**config.mk**
```make
export PLATFORM = sky130hd
export DESIGN_NAME = sbwd_top
export DESIGN_NICKNAME = d
export VERILOG_FILES = /design/src/shared/sbwd_pkg.sv /design/src/hw/sbwd_top.sv /design/src/hw/sbwd_cdb_parser.sv /design/src/hw/sbwd_guard_crc.sv
export SDC_FILE = /design/constraint.sdc
export NUM_CORES = 1
export LEC_CHECK = 0
export ABC_AREA = 1
export CAP_MARGIN = 25
export CORE_MARGIN = 2
export CORE_UTILIZATION = 35
export DETAILED_ROUTE_END_ITERATION = 8
export DONT_BUFFER_PORTS = 1
export PLACE_DENSITY = 0.45
export REMOVE_ABC_BUFFERS = 1
export SLEW_MARGIN = 15
export SYNTH_ARGS = -nofsm -noshare
export SYNTH_HDL_FRONTEND = slang
export SYNTH_HIERARCHICAL = 1
export SYNTH_SLANG_ARGS = --single-unit
```
**constraint.sdc**
```tcl
create_clock -name clk -period 26.1 [get_ports clk]
set_input_delay 1.305 -clock clk [delete_from_list [all_inputs] [get_ports clk]]
set_output_delay 1.305 -clock clk [all_outputs]
set_load 0.005 [all_outputs]
```
**src/shared/sbwd_pkg.sv**
```systemverilog
/*
  Shared constants and types for the block write command decoder.
  Assumes a single clock domain and an APB register bus.
*/
package sbwd_pkg;
  localparam logic [7:0]  OPC_W10 = 8'h2A;
  localparam logic [7:0]  OPC_W12 = 8'hAA;
  localparam logic [7:0]  OPC_W16 = 8'h8A;
  localparam logic [2:0]  PCC_NONE = 3'h0;
  localparam logic [2:0]  PCC_MAX = 3'h4;
  localparam logic [2:0]  PTYPE2 = 3'h1;
  localparam logic [3:0]  SK_GOOD = 4'h0;
  localparam logic [3:0]  SK_ILLEGAL = 4'h5;
  localparam logic [3:0]  SK_ABORTED = 4'hB;
  localparam logic [7:0]  ASC_NONE = 8'h00;
  localparam logic [7:0]  ASC_INV_OPC = 8'h20;
  localparam logic [7:0]  ASC_INV_FIELD = 8'h24;
  localparam logic [7:0]  ASC_PI = 8'h10;
  localparam logic [7:0]  ASCQ_GUARD = 8'h01;
  localparam logic [7:0]  ASCQ_REF = 8'h03;
  localparam logic [31:0] REF_TYPE2 = 32'hFFFF_FFFF;
  localparam logic [15:0] APP_OWNED = 16'hFFFF;
  localparam logic [15:0] APP_FREE = 16'h0000;
  localparam logic [15:0] CRC_POLY = 16'h8BB7;
  localparam logic [15:0] CRC_INIT = 16'h0000;
  localparam logic [3:0]  PRIO_LOWEST = 4'h0;
  localparam logic [11:0] REG_CTRL = 12'h000;
  localparam logic [11:0] REG_CDB0 = 12'h004;
  localparam logic [11:0] REG_CDB3 = 12'h010;
  localparam logic [11:0] REG_GO = 12'h014;
  localparam logic [11:0] REG_STATUS = 12'h018;
  localparam logic [11:0] REG_SENSE = 12'h01C;
  localparam logic [11:0] REG_LBA_LO = 12'h020;
  localparam logic [11:0] REG_LBA_HI = 12'h024;
  localparam logic [11:0] REG_COUNT = 12'h028;
  localparam logic [11:0] REG_OPTS = 12'h02C;
  localparam logic [11:0] REG_BLKS = 12'h030;
  localparam int          CTRL_PROT_BIT = 0;
  localparam int          CTRL_PTYPE_LSB = 1;
  localparam int          CTRL_ATO_BIT = 4;
  localparam int          CTRL_PRIO_LSB = 8;
  localparam logic [31:0] CTRL_RESET = 32'h0000_0000;

  typedef struct packed {
    logic        ok;
    logic [63:0] lba;
    logic [31:0] count;
    logic [2:0]  pcc;
    logic        hint;
    logic        commit;
    logic [2:0]  dld;
  } sbwd_cmd_t;

  typedef struct packed {
    logic [15:0] guard;
    logic [15:0] app;
    logic [31:0] reft;
  } sbwd_pi_t;

  typedef struct packed {
    logic [15:0] data;
    logic        last;
  } sbwd_beat_t;

  typedef struct packed {
    logic [3:0] key;
    logic [7:0] asc;
    logic [7:0] ascq;
  } sbwd_sense_t;

  typedef enum logic [5:0] {
    ST_IDLE   = 6'h01,
    ST_DECODE = 6'h02,
    ST_SEEK   = 6'h04,
    ST_XFER   = 6'h08,
    ST_COMMIT = 6'h10,
    ST_DONE   = 6'h20
  } sbwd_state_t;
endpackage

```
**src/hw/sbwd_top.sv**
```systemverilog
/*
  Block write command decoder and runner with an APB register file.
  Assumes APB master on clk, a media sink with ready/done on clk,
  and an initiator data stream that carries protection info on last word.
*/
`timescale 1ns/1ps
module sbwd_top (
  input  wire logic                 clk,
  input  wire logic                 resetn,
  input  wire logic                 psel,
  input  wire logic                 penable,
  input  wire logic                 pwrite,
  input  wire logic [11:0]          paddr,
  input  wire logic [31:0]          pwdata,
  output logic                      pready,
  output logic [31:0]               prdata,
  output logic                      pslverr,
  input  wire logic                 blk_valid,
  input  wire sbwd_pkg::sbwd_beat_t blk_beat,
  input  wire sbwd_pkg::sbwd_pi_t   blk_pi,
  output logic                      blk_ready,
  output logic                      med_valid,
  output sbwd_pkg::sbwd_beat_t      med_beat,
  output sbwd_pkg::sbwd_pi_t        med_pi,
  output logic                      med_pi_valid,
  input  wire logic                 med_ready,
  input  wire logic                 med_done,
  output logic                      med_seek,
  output logic [63:0]               med_lba,
  output logic [3:0]                cache_prio,
  output logic [2:0]                duration_sel,
  output logic                      cmd_done
);
  import sbwd_pkg::*;

  logic [1:0]   rst_sync, widx, ridx;
  logic [31:0]  ctrl, next_ctrl, next_prdata;
  logic [127:0] cdb, next_cdb;
  logic         rst_n, next_pready, next_pslverr, acc, wr_fire, go, sts_clr, in_cdb;
  sbwd_cmd_t    parsed, cmd_q, next_cmd_q;
  sbwd_state_t  st, next_st;
  logic [63:0]  cur_lba, next_cur_lba, next_med_lba;
  logic [31:0]  remain, next_remain, blocks_done, next_blocks_done;
  sbwd_sense_t  sense, next_sense;
  logic         done_flag, next_done_flag, chk_flag, next_chk_flag;
  logic         next_blk_ready, next_med_valid, next_med_pi_valid, next_med_seek, next_cmd_done;
  sbwd_beat_t   next_med_beat;
  sbwd_pi_t     next_med_pi, gen_pi;
  logic [3:0]   next_cache_prio;
  logic [2:0]   next_duration_sel;
  logic         prot, type2, app_tag_owner_flag, beat_acc, last_acc, guard_bad, ref_bad;
  logic [15:0]  crc_next;

  // reset release through two flops
  always_ff @(posedge clk or negedge resetn) begin
    if (!resetn) begin
      rst_sync <= 2'h0;
    end else begin
      rst_sync <= {rst_sync[0], 1'b1};
    end
  end
  assign rst_n = rst_sync[1];

  sbwd_cdb_parser u_parser (
    .cdb (cdb),
    .cmd (parsed)
  );

  assign beat_acc = blk_valid && blk_ready;
  assign last_acc = beat_acc && blk_beat.last;

  sbwd_guard_crc u_crc (
    .clk      (clk),
    .rst_n    (rst_n),
    .en       (beat_acc || st == ST_DECODE),
    .clear    (last_acc || st == ST_DECODE),
    .data     (blk_beat.data),
    .crc_next (crc_next)
  );

  // apb slave, one wait state per access
  assign acc     = psel && penable && !pready;
  assign wr_fire = psel && penable && pready && pwrite;
  assign in_cdb  = paddr >= REG_CDB0 && paddr <= REG_CDB3 && paddr[1:0] == 2'h0;
  assign widx    = 2'((paddr - REG_CDB0) >> 2);
  assign ridx    = widx;
  assign go      = wr_fire && paddr == REG_GO && pwdata[0] && st == ST_IDLE;
  assign sts_clr = wr_fire && paddr == REG_STATUS && pwdata[1];

  always_comb begin
    next_ctrl    = ctrl;
    next_cdb     = cdb;
    next_pready  = acc;
    next_prdata  = prdata;
    next_pslverr = 1'b0;
    if (acc) begin
      next_prdata = 32'h0000_0000;
      if (in_cdb) begin
        next_prdata = cdb[32*ridx +: 32];
      end else begin
        case (paddr)
          REG_CTRL:   next_prdata = ctrl;
          REG_GO:     next_prdata = 32'h0000_0000;
          REG_STATUS: next_prdata = {29'h0, chk_flag, done_flag, st != ST_IDLE};
          REG_SENSE:  next_prdata = {12'h000, sense};
          REG_LBA_LO: next_prdata = cmd_q.lba[31:0];
          REG_LBA_HI: next_prdata = cmd_q.lba[63:32];
          REG_COUNT:  next_prdata = cmd_q.count;
          REG_OPTS:   next_prdata = {24'h0, cmd_q.dld, cmd_q.pcc, cmd_q.commit, cmd_q.hint};
          REG_BLKS:   next_prdata = blocks_done;
          default:    next_pslverr = 1'b1;
        endcase
      end
    end
    if (wr_fire && paddr == REG_CTRL) begin
      next_ctrl = pwdata;
    end
    // command block is frozen while a command runs
    if (wr_fire && in_cdb && st == ST_IDLE) begin
      next_cdb[32*widx +: 32] = pwdata;
    end
  end

  always_ff @(posedge clk or negedge rst_n) begin
    if (!rst_n) begin
      ctrl    <= CTRL_RESET;
      cdb     <= 128'h0;
      pready  <= 1'b0;
      prdata  <= 32'h0000_0000;
      pslverr <= 1'b0;
    end else begin
      ctrl    <= next_ctrl;
      cdb     <= next_cdb;
      pready  <= next_pready;
      prdata  <= next_prdata;
      pslverr <= next_pslverr;
    end
  end

  // format and generated protection information
  assign prot         = ctrl[CTRL_PROT_BIT];
  assign type2        = prot && ctrl[CTRL_PTYPE_LSB +: 3] == PTYPE2;
  assign app_tag_owner_flag          = ctrl[CTRL_ATO_BIT];
  assign gen_pi.guard = crc_next;
  assign gen_pi.reft  = type2 ? REF_TYPE2 : cur_lba[31:0];
  assign gen_pi.app   = app_tag_owner_flag ? APP_OWNED : APP_FREE;
  // host protection arrives with the last word of each block
  assign guard_bad = (cmd_q.pcc == 3'h1 || cmd_q.pcc == 3'h4) && blk_pi.guard != crc_next;
  assign ref_bad   = (cmd_q.pcc == 3'h1 || cmd_q.pcc == 3'h2) && blk_pi.reft != cur_lba[31:0];

  always_comb begin
    next_st           = st;
    next_cmd_q        = cmd_q;
    next_cur_lba      = cur_lba;
    next_remain       = remain;
    next_blocks_done  = blocks_done;
    next_sense        = sense;
    next_done_flag    = sts_clr ? 1'b0 : done_flag;
    next_chk_flag     = chk_flag;
    next_med_valid    = (med_valid && med_ready) ? 1'b0 : med_valid;
    next_med_beat     = med_beat;
    next_med_pi       = med_pi;
    next_med_pi_valid = med_pi_valid;
    next_med_seek     = 1'b0;
    next_med_lba      = med_lba;
    next_cache_prio   = cache_prio;
    next_duration_sel = duration_sel;
    next_cmd_done     = 1'b0;
    unique case (st)
      ST_IDLE: begin
        if (go) begin
          next_cmd_q       = parsed;
          next_blocks_done = 32'h0;
          next_st          = ST_DECODE;
        end
      end
      ST_DECODE: begin
        next_cache_prio   = cmd_q.hint ? PRIO_LOWEST : ctrl[CTRL_PRIO_LSB +: 4];
        next_duration_sel = cmd_q.dld;
        next_cur_lba      = cmd_q.lba;
        next_med_lba      = cmd_q.lba;
        next_remain       = cmd_q.count;
        next_sense        = '{SK_GOOD, ASC_NONE, 8'h00};
        if (!cmd_q.ok) begin
          next_sense = '{SK_ILLEGAL, ASC_INV_OPC, 8'h00};
          next_st    = ST_DONE;
        end else if (cmd_q.pcc > PCC_MAX) begin
          next_sense = '{SK_ILLEGAL, ASC_INV_FIELD, 8'h00};
          next_st    = ST_DONE;
        end else if (!prot && cmd_q.pcc != PCC_NONE) begin
          next_sense = '{SK_ILLEGAL, ASC_INV_FIELD, 8'h00};
          next_st    = ST_DONE;
        end else if (cmd_q.count == 32'h0) begin
          next_st = ST_SEEK;
        end else begin
          next_st = ST_XFER;
        end
      end
      ST_SEEK: begin
        next_med_seek = 1'b1;
        next_st       = ST_DONE;
      end
      ST_XFER: begin
        if (last_acc && (guard_bad || ref_bad)) begin
          // application tag never checked in these forms
          next_sense = '{SK_ABORTED, ASC_PI, guard_bad ? ASCQ_GUARD : ASCQ_REF};
          next_st    = ST_DONE;
        end else if (beat_acc) begin
          next_med_valid    = 1'b1;
          next_med_beat     = blk_beat;
          next_med_pi_valid = blk_beat.last && prot;
          next_med_pi       = cmd_q.pcc == PCC_NONE ? gen_pi : blk_pi;
          if (blk_beat.last) begin
            next_remain      = remain - 32'h1;
            next_cur_lba     = cur_lba + 64'h1;
            next_blocks_done = blocks_done + 32'h1;
            if (remain == 32'h1) begin
              next_st = cmd_q.commit ? ST_COMMIT : ST_DONE;
            end
          end
        end
      end
      ST_COMMIT: begin
        if (med_done) begin
          next_st = ST_DONE;
        end
      end
      ST_DONE: begin
        next_cmd_done  = 1'b1;
        next_done_flag = 1'b1;
        next_chk_flag  = sense.key != SK_GOOD;
        next_st        = ST_IDLE;
      end
    endcase
    // half rate intake keeps the output stage honest
    next_blk_ready = next_st == ST_XFER && !next_med_valid;
  end

  always_ff @(posedge clk or negedge rst_n) begin
    if (!rst_n) begin
      st           <= ST_IDLE;
      cmd_q        <= '0;
      cur_lba      <= 64'h0;
      remain       <= 32'h0;
      blocks_done  <= 32'h0;
      sense        <= '0;
      done_flag    <= 1'b0;
      chk_flag     <= 1'b0;
      blk_ready    <= 1'b0;
      med_valid    <= 1'b0;
      med_beat     <= '0;
      med_pi       <= '0;
      med_pi_valid <= 1'b0;
      med_seek     <= 1'b0;
      med_lba      <= 64'h0;
      cache_prio   <= 4'h0;
      duration_sel <= 3'h0;
      cmd_done     <= 1'b0;
    end else begin
      st           <= next_st;
      cmd_q        <= next_cmd_q;
      cur_lba      <= next_cur_lba;
      remain       <= next_remain;
      blocks_done  <= next_blocks_done;
      sense        <= next_sense;
      done_flag    <= next_done_flag;
      chk_flag     <= next_chk_flag;
      blk_ready    <= next_blk_ready;
      med_valid    <= next_med_valid;
      med_beat     <= next_med_beat;
      med_pi       <= next_med_pi;
      med_pi_valid <= next_med_pi_valid;
      med_seek     <= next_med_seek;
      med_lba      <= next_med_lba;
      cache_prio   <= next_cache_prio;
      duration_sel <= next_duration_sel;
      cmd_done     <= next_cmd_done;
    end
  end
endmodule

```
**src/hw/sbwd_cdb_parser.sv**
```systemverilog
/*
  Command block field extraction for the 10, 12 and 16 byte writes.
  Assumes byte i of the command block sits at cdb[8*i+7:8*i].
*/
`timescale 1ns/1ps
module sbwd_cdb_parser (
  input  wire logic [127:0]      cdb,
  output sbwd_pkg::sbwd_cmd_t    cmd
);
  import sbwd_pkg::*;

  function automatic logic [63:0] msb_first(input logic [127:0] c, input int first, input int n);
    logic [63:0] v;
    v = 64'h0;
    for (int k = 0; k < n; k++) begin
      v = {v[55:0], c[8*(first+k) +: 8]};
    end
    return v;
  endfunction

  always_comb begin
    cmd        = '0;
    cmd.pcc    = cdb[15:13];
    cmd.hint   = cdb[12];
    cmd.commit = cdb[11];
    case (cdb[7:0])
      OPC_W10: begin
        cmd.ok    = 1'b1;
        cmd.lba   = msb_first(cdb, 2, 4);
        cmd.count = 32'(msb_first(cdb, 7, 2));
      end
      OPC_W12: begin
        cmd.ok    = 1'b1;
        cmd.lba   = msb_first(cdb, 2, 4);
        cmd.count = 32'(msb_first(cdb, 6, 4));
      end
      OPC_W16: begin
        cmd.ok    = 1'b1;
        cmd.lba   = msb_first(cdb, 2, 8);
        cmd.count = 32'(msb_first(cdb, 10, 4));
        cmd.dld   = {cdb[8], cdb[119:118]};
      end
      default: cmd.ok = 1'b0;
    endcase
  end
endmodule

```
**src/hw/sbwd_guard_crc.sv**
```systemverilog
/*
  Running guard CRC over 16-bit data words of one block.
  Assumes the caller pulses en per word and clear on the final word.
*/
`timescale 1ns/1ps
module sbwd_guard_crc (
  input  wire logic        clk,
  input  wire logic        rst_n,
  input  wire logic        en,
  input  wire logic        clear,
  input  wire logic [15:0] data,
  output logic [15:0]      crc_next
);
  import sbwd_pkg::*;

  logic [15:0] crc;
  logic [15:0] next_crc;

  always_comb begin
    logic [15:0] c;
    c = crc;
    for (int i = 15; i >= 0; i--) begin
      if (c[15] ^ data[i]) begin
        c = {c[14:0], 1'b0} ^ CRC_POLY;
      end else begin
        c = {c[14:0], 1'b0};
      end
    end
    crc_next = c;
    next_crc = en ? (clear ? CRC_INIT : c) : crc;
  end

  always_ff @(posedge clk or negedge rst_n) begin
    if (!rst_n) begin
      crc <= CRC_INIT;
    end else begin
      crc <= next_crc;
    end
  end
endmodule

```
Word level (Yosys, flattened, before mapping)
Index checks and enable logic that the tools add are counted.
{"block": "word_totals", "reg_bits": 630, "inputBits": 133, "wordCells": 228}
{"block": "op_classes", "addsub": 5, "n_lt_le_gt_ge": 3, "n_eq_ne": 31, "shift": 3, "mux": 69, "n_bitwise": 33, "reduce_logical": 48}
{"operator": "$mux 16", "count": 18}
{"operator": "$mux 32", "count": 9}
{"operator": "$pmux 96 s3", "count": 1}
{"operator": "$mux 64", "count": 4}
{"operator": "$pmux 32 s8", "count": 1}
{"operator": "$not 10->10", "count": 16}
{"operator": "$bwmux 128", "count": 1}
{"operator": "$pmux 32 s2", "count": 2}
{"operator": "$pmux 64 s2", "count": 1}
{"operator": "$shift 32x34->128 const A", "count": 1}
{"operator": "$shiftx 128x8->32", "count": 1}
{"operator": "$shiftx 32x34->128", "count": 1}
{"operator": "$add 64x1->64 const B", "count": 1}
{"operator": "$eq 12x6->1 const B", "count": 5}
{"operator": "$mux 6", "count": 10}
{"operator": "$mux 19", "count": 3}
{"operator": "$pmux 20 s2", "count": 1}
{"operator": "$eq 12x5->1 const B", "count": 3}
{"operator": "$pmux 6 s6", "count": 1}
{"operator": "$neg 7->34", "count": 1}
{"operator": "$add 32x1->32 const B", "count": 1}
{"operator": "$eq 32x1->1 const B", "count": 1}
{"operator": "$logic_not 32->1", "count": 1}
{"operator": "$ne 32x32->1", "count": 1}
{"operator": "41 further kinds", "count": 107}

Logic depth before layout (Yosys ltp)
Gate-level depths: netlist (run 1).
{"block": "logic_depth", "word_depth": 40, "mapped_depth": 45, "mapped_depth_nobuf": 44}

Modules after synthesis
The synthesis (run 1) kept the hierarchy.
{"module": "sbwd_top", "n_inst": 1, "cells_per_inst": 3737, "area_per_inst_um2": 28705.0, "seq_area_each_um2": 14189.9}
{"module": "sbwd_guard_crc", "n_inst": 1, "cells_per_inst": 261, "area_per_inst_um2": 2148.3, "seq_area_each_um2": 400.4}
{"module": "sbwd_cdb_parser", "n_inst": 1, "cells_per_inst": 375, "area_per_inst_um2": 1855.5, "seq_area_each_um2": 0.0}

Worst setup path after synthesis (run 1)
Ideal clock, no wire load.
{"block": "synth_timing", "path_kind": "in2reg", "start": "input port blk_beat[13] in the netlist's numbering", "end": "register cur_lba[13]", "t_arrival_ns": 5.151, "setup_slack_ns": 20.820, "path_stages": 37, "n_path_buf": 2, "cell_sequence": "or2_1 -> nand2_4 -> inv_1 -> nand3_1 -> nand3_2 -> nand2_4 -> nand2_4 -> nand2_2 -> nand2_4 -> nand2_4 -> nand2_4 -> nand2_4 -> nand2_4 -> nand2_4 -> xor2_2 -> xor2_2 -> nand3_4 -> nand2_4 -> nand2_4 -> nand2_8 -> nand2_8 -> nand2_8 -> nand2_1 -> and2_1 -> xor2_1 -> a21oi_1 -> nand2_1 -> nor2_1 -> nand2_1 -> nand2_1 -> nand2_1 -> nand2_2 -> nand3_2 -> nand2_2 -> buf_6 -> buf_2 -> o21ai_0"}
{"block": "synth_via", "elab_chain_cells": 32, "word_cells_on_any_way": 44, "classes_between": "eq/ne: 2; mux: 13; bitwise: 25; reduce/logical: 4"}
{"item": "start, declared", "line": "sbwd_top.sv:19", "rtl": "input wire sbwd_pkg::sbwd_beat_t blk_beat,"}
{"item": "$xor 1x1->1 (*)", "line": "sbwd_guard_crc.sv:23", "rtl": "if (c[15] ^ data[i]) begin"}
{"item": "$mux 16 (*)", "line": "sbwd_guard_crc.sv:23"}
{"item": "$xor 1x1->1", "line": "sbwd_guard_crc.sv:23"}
{"item": "$mux 16 (*)", "line": "sbwd_guard_crc.sv:23"}
{"item": "$xor 1x1->1", "line": "sbwd_guard_crc.sv:23"}
{"item": "$mux 16 (*)", "line": "sbwd_guard_crc.sv:23"}
{"item": "$xor 1x1->1", "line": "sbwd_guard_crc.sv:23"}
{"item": "$mux 16 (*)", "line": "sbwd_guard_crc.sv:23"}
{"item": "[... 17 more ...]"}
{"item": "$mux 16 (*)", "line": "sbwd_guard_crc.sv:23"}
{"item": "via crc_next[15]", "line": "sbwd_top.sv:52", "rtl": "logic [15:0] crc_next;"}
{"item": "$ne 16x16->1 (*)", "line": "sbwd_top.sv:148", "rtl": "assign guard_bad = (cmd_q.pcc == 3'h1 || cmd_q.pcc == 3'h4) && blk_pi.guard != crc_next;"}
{"item": "$logic_and 1x1->1 (*)", "line": "sbwd_top.sv:148"}
{"item": "$logic_or 1x1->1 (*)", "line": "sbwd_top.sv:204", "rtl": "if (last_acc && (guard_bad || ref_bad)) begin"}
{"item": "$logic_and 1x1->1 (*)", "line": "sbwd_top.sv:204"}
{"item": "$ne 2x2->1 (no line) (*)"}
{"item": "$reduce_and 4->1 (no line) (*)"}
{"item": "end signal, assigned", "line": "sbwd_top.sv:262", "rtl": "cur_lba <= next_cur_lba;"}
{"item": "end, declared", "line": "sbwd_top.sv:42", "rtl": "logic [63:0] cur_lba, next_cur_lba, next_med_lba;"}
Mark *: on every way through the listed nets, which the timed path passes. The rest lies on a longest branch.
A chain may end at the register's enable or synchronous reset.

Final worst setup path (run 1)
{"block": "layout_timing", "start": "input port blk_beat[13] in the netlist's numbering", "end": "register med_pi[56] in the netlist's numbering"}
{"block": "layout_via", "elab_chain_cells": 32, "word_cells_on_any_way": 45, "classes_between": "eq/ne: 1; mux: 14; bitwise: 26; reduce/logical: 4"}
{"item": "$xor 1x1->1 (*)", "line": "sbwd_guard_crc.sv:23"}
{"item": "$mux 16 (*)", "line": "sbwd_guard_crc.sv:23"}
{"item": "$xor 1x1->1", "line": "sbwd_guard_crc.sv:23"}
{"item": "$mux 16 (*)", "line": "sbwd_guard_crc.sv:23"}
{"item": "$xor 1x1->1", "line": "sbwd_guard_crc.sv:23"}
{"item": "$mux 16 (*)", "line": "sbwd_guard_crc.sv:23"}
{"item": "$xor 1x1->1", "line": "sbwd_guard_crc.sv:23"}
{"item": "$mux 16 (*)", "line": "sbwd_guard_crc.sv:23"}
{"item": "[... 17 more ...]"}
{"item": "$mux 16 (*)", "line": "sbwd_guard_crc.sv:23"}
{"item": "via crc_next[1]", "line": "sbwd_top.sv:52"}
{"item": "$ne 16x16->1 (*)", "line": "sbwd_top.sv:148"}
{"item": "$logic_and 1x1->1 (*)", "line": "sbwd_top.sv:148"}
{"item": "$logic_or 1x1->1 (*)", "line": "sbwd_top.sv:204"}
{"item": "$logic_and 1x1->1 (*)", "line": "sbwd_top.sv:204"}
{"item": "$not 1->1 (no line) (*)"}
{"item": "$reduce_and 3->1 (no line) (*)"}
{"item": "end signal, assigned", "line": "sbwd_top.sv:271", "rtl": "med_pi <= next_med_pi;"}
{"item": "end, declared", "line": "sbwd_top.sv:24", "rtl": "output sbwd_pkg::sbwd_pi_t med_pi,"}
Marked as above.

==> metrics.yaml, run 1 <==
synthSimpleGateAreaFrac: 0.2890
internal-power_mw: 2.371
cts_setup_buffers: 0
grt_pass1_vias: 27615
num-nets-final: 4386
gp_congestion: 0.8965
syn_avg_cell_area_um2: 7.480
path_max_fanout: 76
grt_pass1_wl_mm: 189.1
rsz0062_at_grt: "no"
ys_seq_elements: 583
yosysTopAreaCell: "dfrtp_1"
p_seq_frac: 0.221
area_growth_pct: 10.18
vias_per_cell: 5.209
overflow: 0
grt.total_usage: 0.2644
grt_max_degree: 162
critPathKind: "in -> reg"
place_inst: 5421
dpl.hpwl_mm: 88.51
htreeDepth: 3
min_from: "rst_sync[0]"
reg2reg_to: "med_pi[56]"
synth-compound-area-share: 0.1281
period_share: 0.2305
wl_met2_mm: 57.36
ys_top_cells_by_area: "dfrtp_1 (45%), nand2_1 (15%), o21ai_0 (7.7%)"
setup_tns_ns: 0
synth_mux_area_frac: 0.002754
numCtsBuffers: 73
multi_input_area_mm2: 0.01558
coreArea_mm2: 0.09291
syn-cell-area_mm2: 0.03271
vias: 28913
die_area_mm2: 0.09591
end_kind: "flip-flop"
maxSlewHeadroom: 0.2509
synth_fa_ha_area_frac: 0.003825
regArea_mm2: 0.01459
ys_async_sr_fraction: 1.000
clock_path_buffers: 3
r2r_slack_ns: 20.33
max_slew.worst_pin.slew_ns: 1.124
drv_cap: 0
p_clk_frac: 0.250
synth_top_area_frac: 0.4453
synth_cell_types: 57
power.leakage_nw: 16.80
power.density_mw_per_mm2: 116.6
synth_most_common_cell: "nand2_1"
drv_slew: 0
clk_latency_ns: 0.64
worstPathArrival_ns: 6.50
cts_hold_buf: 0
setup_violations: 0
ys_warn_count: 6
design_area_mm2: 0.03604
routed_wl_mm: 127.3
ios: 324
fin_skew_ns: 0.02432
maxUsedRoutingLayer: "met5"
whs_endpoint: "rst_sync[1]"
max_freq_ghz: 0.1662
ir_worst_vdd_uv: 320.2
startpoint_type: "input pin"
post-route-drc-count: 0
finalHoldViolations: 0
reg2reg_from: "u_crc/crc[13]"
synth_top_family_by_area: "simple AND/OR/NAND/NOR gates"
fin_cells: 5551
placed_cell_area_mm2: 0.03359
cp_data_required_time_ns: 26.58
cts_tree: "built"
p_comb_frac: 0.529
seq_area_frac_synth: 0.4461
num-fill-cells: 9785
met1_length_mm: 56.99
wire_per_inst_um: 22.92
drtAntennaViolNets: 0
holdCritPathClass: "reg -> reg"
start_util: 0.3521
power.switching_mw: 1.832
r2r_cells: 31
clkSinkCount: 583
min_period_ns: 6.017
die_w_um: 309.7
switching_share: 0.4359
portBuffers: 0
antenna_found_initial: 8
worstHoldPathCells: 0
synth.top_cells.by_count: "nand2_1 (1,321), dfrtp_1 (582), o21ai_0 (505), inv_1 (375), nand3_1 (360)"
layout-drive-gt1-share: 0.06449
path_clk_slew_ns: 0.06
cts_resized: 0
outcome: "finished, final reports clean"
drt_iter0_markers: 2519
root_buffer: "clkbuf_16"
synth_xor_area_frac: 0.04782
yosys_most_used_dff: "dfrtp_1"
syn_inst: 4373
die_h_um: 309.7
rows: 112
wl_met3_mm: 9.605
synth_edf_count: 0
first_pass_iters: 5
per-stage QoR:
step / utilization / total power [mW] / setup WS, ns / hold WS, ns
after floorplan: - / 2.803 / 8.649 / 0.3312
final: 0.3879 / 4.204 / 20.08 / 0.3478
after global placement: 0.3612 / 3.158 / 19.17 / 0.3343
after global routing: 0.3878 / 4.503 / 19.46 / 0.3536
after CTS: 0.3876 / 4.243 / 19.70 / 0.3418
after detailed placement: 0.3616 / 3.179 / 19.03 / 0.3381
power by group through the flow:
stage	clock, mW	combinational, mW	sequential [mW]
2_1_floorplan	0	1.85	0.952
5_1_grt	1.11	2.46	0.930
6_report	1.05	2.22	0.929
4_1_cts	1.07	2.24	0.929
3_3_place_gp	0	2.21	0.945
3_5_place_dp	0	2.23	0.945
metal layers:
metal  GRT usage  vias to the layer above
li1            -                    13973
met1      0.3643                    13868
met2      0.4116                      888
met3     0.06414                      174
met4     0.07507                       10
met5           0                        -
kinds of logic after synthesis:
group	count (synthesis)
simple gates	2202
compound gates	755
buf+inv	643
flops	583
xor+xnor	170
fa+ha+maj	10
mux	9
other cells	1
critical path, cell delays in order:
cell,delay [ns]
or2_1,0.24
nand2_4,0.14
inv_1,0.10
nand3_1,0.12
nand3_2,0.12
nand3_1,0.14
nand2_2,0.12
xnor2_2,0.32
xor2_1,0.22
xor2_1,0.51
inv_1,0.23
nand2_4,0.17
nand3_4,0.13
nand2_8,0.12
nand2_1,0.06
and2_1,0.16
xor2_1,0.16
a21oi_1,0.12
nand2_1,0.07
nor2_1,0.10
nand2_1,0.19
nand2_1,0.14
nand2_1,0.09
nand2_2,0.13
nand4_4,0.42
buf_4,0.51
nand2_1,0.14
o21ai_0,0.09
how the worst max path moves through the flow:
stage	startpoint	end	slack, ns	cells after the start
finish	blk_beat[13]	med_pi[56]	20.08	28
global placement	blk_beat[13]	cur_lba[28]	19.17	29
global route	blk_beat[16]	med_pi[56]	19.46	41
CTS	blk_beat[13]	remain[17]	19.70	29
detailed placement	blk_beat[13]	remain[21]	19.03	29
floorplan	rst_sync[1]	blk_ready	8.65	0
cell usage in the layout, fill, tap and decap left out, types with 14 or more instances in the layout:
| cell type | instances |
|---|---|
| a21oi_1 | 68 |
| nand4_1 | 50 |
| nand3_2 | 15 |
| o31ai_1 | 35 |
| nand2_1 | 1319 |
| o22ai_1 | 50 |
| nor3_1 | 50 |
| o21ai_1 | 14 |
| o41ai_1 | 32 |
| nor2_1 | 301 |
| nand3_1 | 355 |
| xnor2_1 | 64 |
| buf_4 | 45 |
| nor4_1 | 19 |
| nand2_4 | 19 |
| o21ai_0 | 505 |
| clkbuf_16 | 75 |
| xor2_1 | 96 |
| inv_2 | 16 |
| dfrtp_1 | 581 |
| clkbuf_1 | 20 |
| nand2_2 | 18 |
| a22oi_1 | 33 |
| inv_1 | 371 |
registers in the layout, summed over array words and instances, names as in the netlist, 2 cells and up:
signal        cells
med_pi           64
cache_prio        4
med_lba          64
cur_lba          32
blocks_done      32
prdata           32
ctrl             32
remain           32
cmd_q           105
duration_sel      3
u_crc/crc        16
st                6
sense             5
cdb             128
rst_sync          2
med_beat         17
final cells by class:
cell class                 count  area share
multi-input combinational   3147      0.4323
sequential                   583      0.4049
clock buffer                 107     0.05874
tap                         1254     0.04354
inverter                     389     0.04052
timing repair buffer          49     0.01156
clock inverter                20    0.008228
antenna                        2   0.0001389
No activity file was read; power rests on OpenSTA's default activity.
==> run 2: changes to the inputs <==
Settings changed: ABC_AREA 1 to 0, PLACE_DENSITY 0.45 to 0.47.
Clock period 26.1 ns to 4.9 ns, I/O delays scaled along.
==> metrics.yaml, run 2 <==
outcome: "finished, final reports clean"  # unchanged
period_share: 0.9601
clkSinkCount: 583  # unchanged
overflow: 0  # unchanged
switching_share: 0.2539  # was 0.4359
root_buffer: "clkbuf_16"  # unchanged
dpl.hpwl_mm: 77.41  # was 88.51 mm
setup_violations: 0  # unchanged
vias: 25928  # was 28,913
drt_iter0_markers: 2780  # was 2,519
start_util: 0.3515  # was 0.3521
worstPathArrival_ns: 5.24  # was 6.50 ns
critPathKind: "reg -> reg"  # was in -> reg
finalHoldViolations: 0  # unchanged
syn_inst: 3336  # was 4,373
ios: 324  # unchanged
ys_seq_elements: 583  # unchanged
final_cell_mix: "nand2_1 (966), dfrtp_1 (580), o21ai_0 (227), a21oi_1 (161), nor2_1 (136)"  # was nand2_1 (1,319), dfrtp_1 (581), o21ai_0 (505), inv_1 (371), nand3_1 (355)
syn-cell-area_mm2: 0.03035  # was 0.03271 mm2
min_period_ns: 4.705
holdCritPathClass: "in -> reg"  # was reg -> reg
grt_pass1_wl_mm: 173.8  # was 189.1 mm
numCtsBuffers: 71  # was 73
power.leakage_nw: 15.81  # was 16.80 nW
p_seq_frac: 0.418  # was 0.221
internal-power_mw: 8.618  # was 2.371 mW
largest_register: "cdb"  # unchanged
utilization: 0.4113  # was 0.3879
path_clk_slew_ns: 0.06  # about the same
power.switching_mw: 2.933  # was 1.832 mW
grt.total_usage: 0.2558  # was 0.2644
first_pass_iters: 9  # was 5
path_max_fanout: 8  # was 76
clock_path_buffers: 3  # unchanged
die_h_um: 298.5  # was 309.7 um
power.density_mw_per_mm2: 325.3  # was 116.6 mW/mm2
ir_worst_vdd_uv: 256.1  # was 320.2 uV
fin_skew_ns: 0.03109  # was 0.02432 ns
wire_per_inst_um: 25.42  # was 22.92 um
antenna_found_initial: 9  # was 8
reg_top3: "cdb (128), cmd_q (105)"  # unchanged
htreeDepth: 3  # unchanged
die_w_um: 298.5  # was 309.7 um
area_growth_pct: 16.99  # was 10.18%
ys_warn_count: 6  # unchanged
startpoint_type: "flip-flop"  # was input pin
drtAntennaViolNets: 0  # unchanged
holdWs_ns: 0.02319  # was 0.3478 ns
synth.top_cells.by_count: "nand2_1 (973), dfrtp_1 (582), o21ai_0 (227), clkbuf_1 (203), a21oi_1 (161)"  # was nand2_1 (1,321), dfrtp_1 (582), o21ai_0 (505), inv_1 (375), nand3_1 (360)
clk_latency_ns: 0.62  # was 0.64 ns
synth_cell_types: 93  # was 57
rows: 108  # was 112
p_comb_frac: 0.118  # was 0.529
yosys_most_used_dff: "dfrtp_1"  # unchanged
grt_pass1_vias: 25923  # was 27,615
cts_tree: "built"  # unchanged
max_freq_ghz: 0.2126
coreArea_mm2: 0.08635  # was 0.09291 mm2
cp_data_required_time_ns: 5.43  # was 26.58 ns
num-nets-final: 3501  # was 4,386
routed_wl_mm: 116.1  # was 127.3 mm
gp_congestion: 0.8547  # was 0.8965
max_slew.worst_pin.slew_ns: 1.091  # was 1.124 ns
synth_most_common_cell: "nand2_1"  # unchanged
seq_area_frac_synth: 0.4807  # was 0.4461
die_area_mm2: 0.08910  # was 0.09591 mm2
synth_top_area_frac: 0.4798  # was 0.4453
grt_max_degree: 162  # unchanged
p_clk_frac: 0.464  # was 0.250
synth_edf_count: 0  # unchanged
yosysTopAreaCell: "dfrtp_1"  # unchanged
layout_commonest_cell: "nand2_1"  # unchanged
maxSlewHeadroom: 0.2729  # was 0.2509
syn_avg_cell_area_um2: 9.099  # was 7.480 um2
largest_register_ffs: 128  # unchanged
drv_slew: 0  # unchanged
layout-drive-gt1-share: 0.1157  # was 0.06449
vias_per_cell: 5.675  # was 5.209
post-route-drc-count: 0  # unchanged
ys_async_sr_fraction: 1.000  # unchanged
portBuffers: 0  # unchanged
end_kind: "flip-flop"  # unchanged
ys_top_cells_by_area: "dfrtp_1 (48%), nand2_1 (12%), o21ai_0 (3.7%)"  # was dfrtp_1 (45%), nand2_1 (15%), o21ai_0 (7.7%)
drv_cap: 0  # unchanged
==> run 2: cell types whose count changed in the layout (fill, tap and decap cells not counted), sizes merged, moves of 43 or more <==
cell	previous run	this run
mux2	0	66
nand3	376	37
a21oi	68	161
xor2	105	62
nand2	1359	973
dlygate4sd3	0	124
inv	390	37
o21ai	519	269
nor2	322	148
and3	1	62
==> run 2: final cells by class <==
class,count,area (um2)
fill,8447,50840
clock buffer,114,2193
antenna,1,2.502
clock inverter,14,138.9
timing repair buffer,208,2088
multi-input combinational,2461,14920
inverter,33,123.9
tap,1155,1445
sequential,583,14600
==> run 2: through the flow <==
| step | std cells | setup TNS [ns] | total power [mW] | worst slack, ns | cell area [um2] |
|---|---|---|---|---|---|
| after detailed placement | 4302 | 0 | 5.957 | 0.0005866 | 31530 |
| after global placement | 4302 | -0.004567 | 5.969 | -0.001913 | 31530 |
| after CTS | 4554 | 0 | 11.48 | 0.004825 | 35150 |
| final | 4569 | 0 | 11.55 | 0.1953 | 35510 |
| after floorplan | 3077 | -7501.76 | 5.654 | -12.55 | 29230 |
| after global routing | 4568 | -0.008841 | 11.99 | -0.008764 | 35510 |
==> run 2: cell families (layout without fill, tap and decap cells) <==
logic type / count (synthesis) / in the layout / synth area share
and+or+nand+nor: 1410 / 1410 / 0.2038
AOI/OAI and AO/OA: 760 / 760 / 0.1592
DFF: 583 / 583 / 0.4807
buffers and inverters: 292 / 369 / 0.04097
xor gates and xnor gates: 148 / 148 / 0.05082
muxes: 131 / 131 / 0.05998
adders and majority gates: 11 / 11 / 0.004452
other: 1 / 2 / 0.0001235
==> run 2: path summary, 6_finish.rpt <==
path,from,end,slack (ns),depth (start not counted)
setup / recovery,u_crc/crc[11],blocks_done[27],0.20,18
hold / removal,paddr[5],pslverr,0.02,2
setup reg to reg,u_crc/crc[11],blocks_done[27],0.20,18
hold reg to reg,rst_sync[1],cdb[95],0.22,0
max in group asynchronous,rst_sync[1],med_pi[33],3.41,1
min in group asynchronous,rst_sync[1],cdb[95],0.22,0
==> run 2: critical path, stage by stage (launching register included) <==
cell	delay (ns)
dfrtp_1	0.41
xnor2_2	0.19
buf_6	0.14
xor3_2	0.47
xor3_2	0.55
xor2_4	0.31
xnor2_4	0.15
xnor2_2	0.17
xor2_1	0.17
nor4_2	0.18
nand4_1	0.33
buf_6	0.25
nand2_4	0.08
buf_6	0.13
a31oi_4	0.10
buf_12	0.18
buf_4	0.17
or4_1	0.50
a21oi_1	0.15
==> run 2: timing repair <==
action | 4_1_cts | 5_1_grt
hold buffers | 124 | 0
pin swaps | 1 | 20
gates cloned | 0 | 1
hold endpoints to repair | 246 | 0
setup buffers | 0 | 13
endpoints found under the setup margin | 10 | 120
gates resized for setup | 5 | 31
==> run 2: routing by layer <==
layer  up-vias  share of wire  wire [um]  GRT usage
met5         -        0.00053         61          0
met4        10          0.021       2488    0.06150
met3       166          0.070       8163    0.05104
met2       921           0.47      54820     0.4207
met1     13082           0.44      50590     0.3466
li1      11749              -          -          -
==> run 2: power by group through the flow <==
| stage | combinational (mW) | sequential [mW] | clock [mW] |
|---|---|---|---|
| 2_1_floorplan | 0.670 | 4.98 | 0 |
| 3_3_place_gp | 1.05 | 4.92 | 0 |
| 3_5_place_dp | 1.04 | 4.92 | 0 |
| 4_1_cts | 1.19 | 4.83 | 5.46 |
| 5_1_grt | 1.47 | 4.83 | 5.70 |
| 6_report | 1.37 | 4.83 | 5.36 |
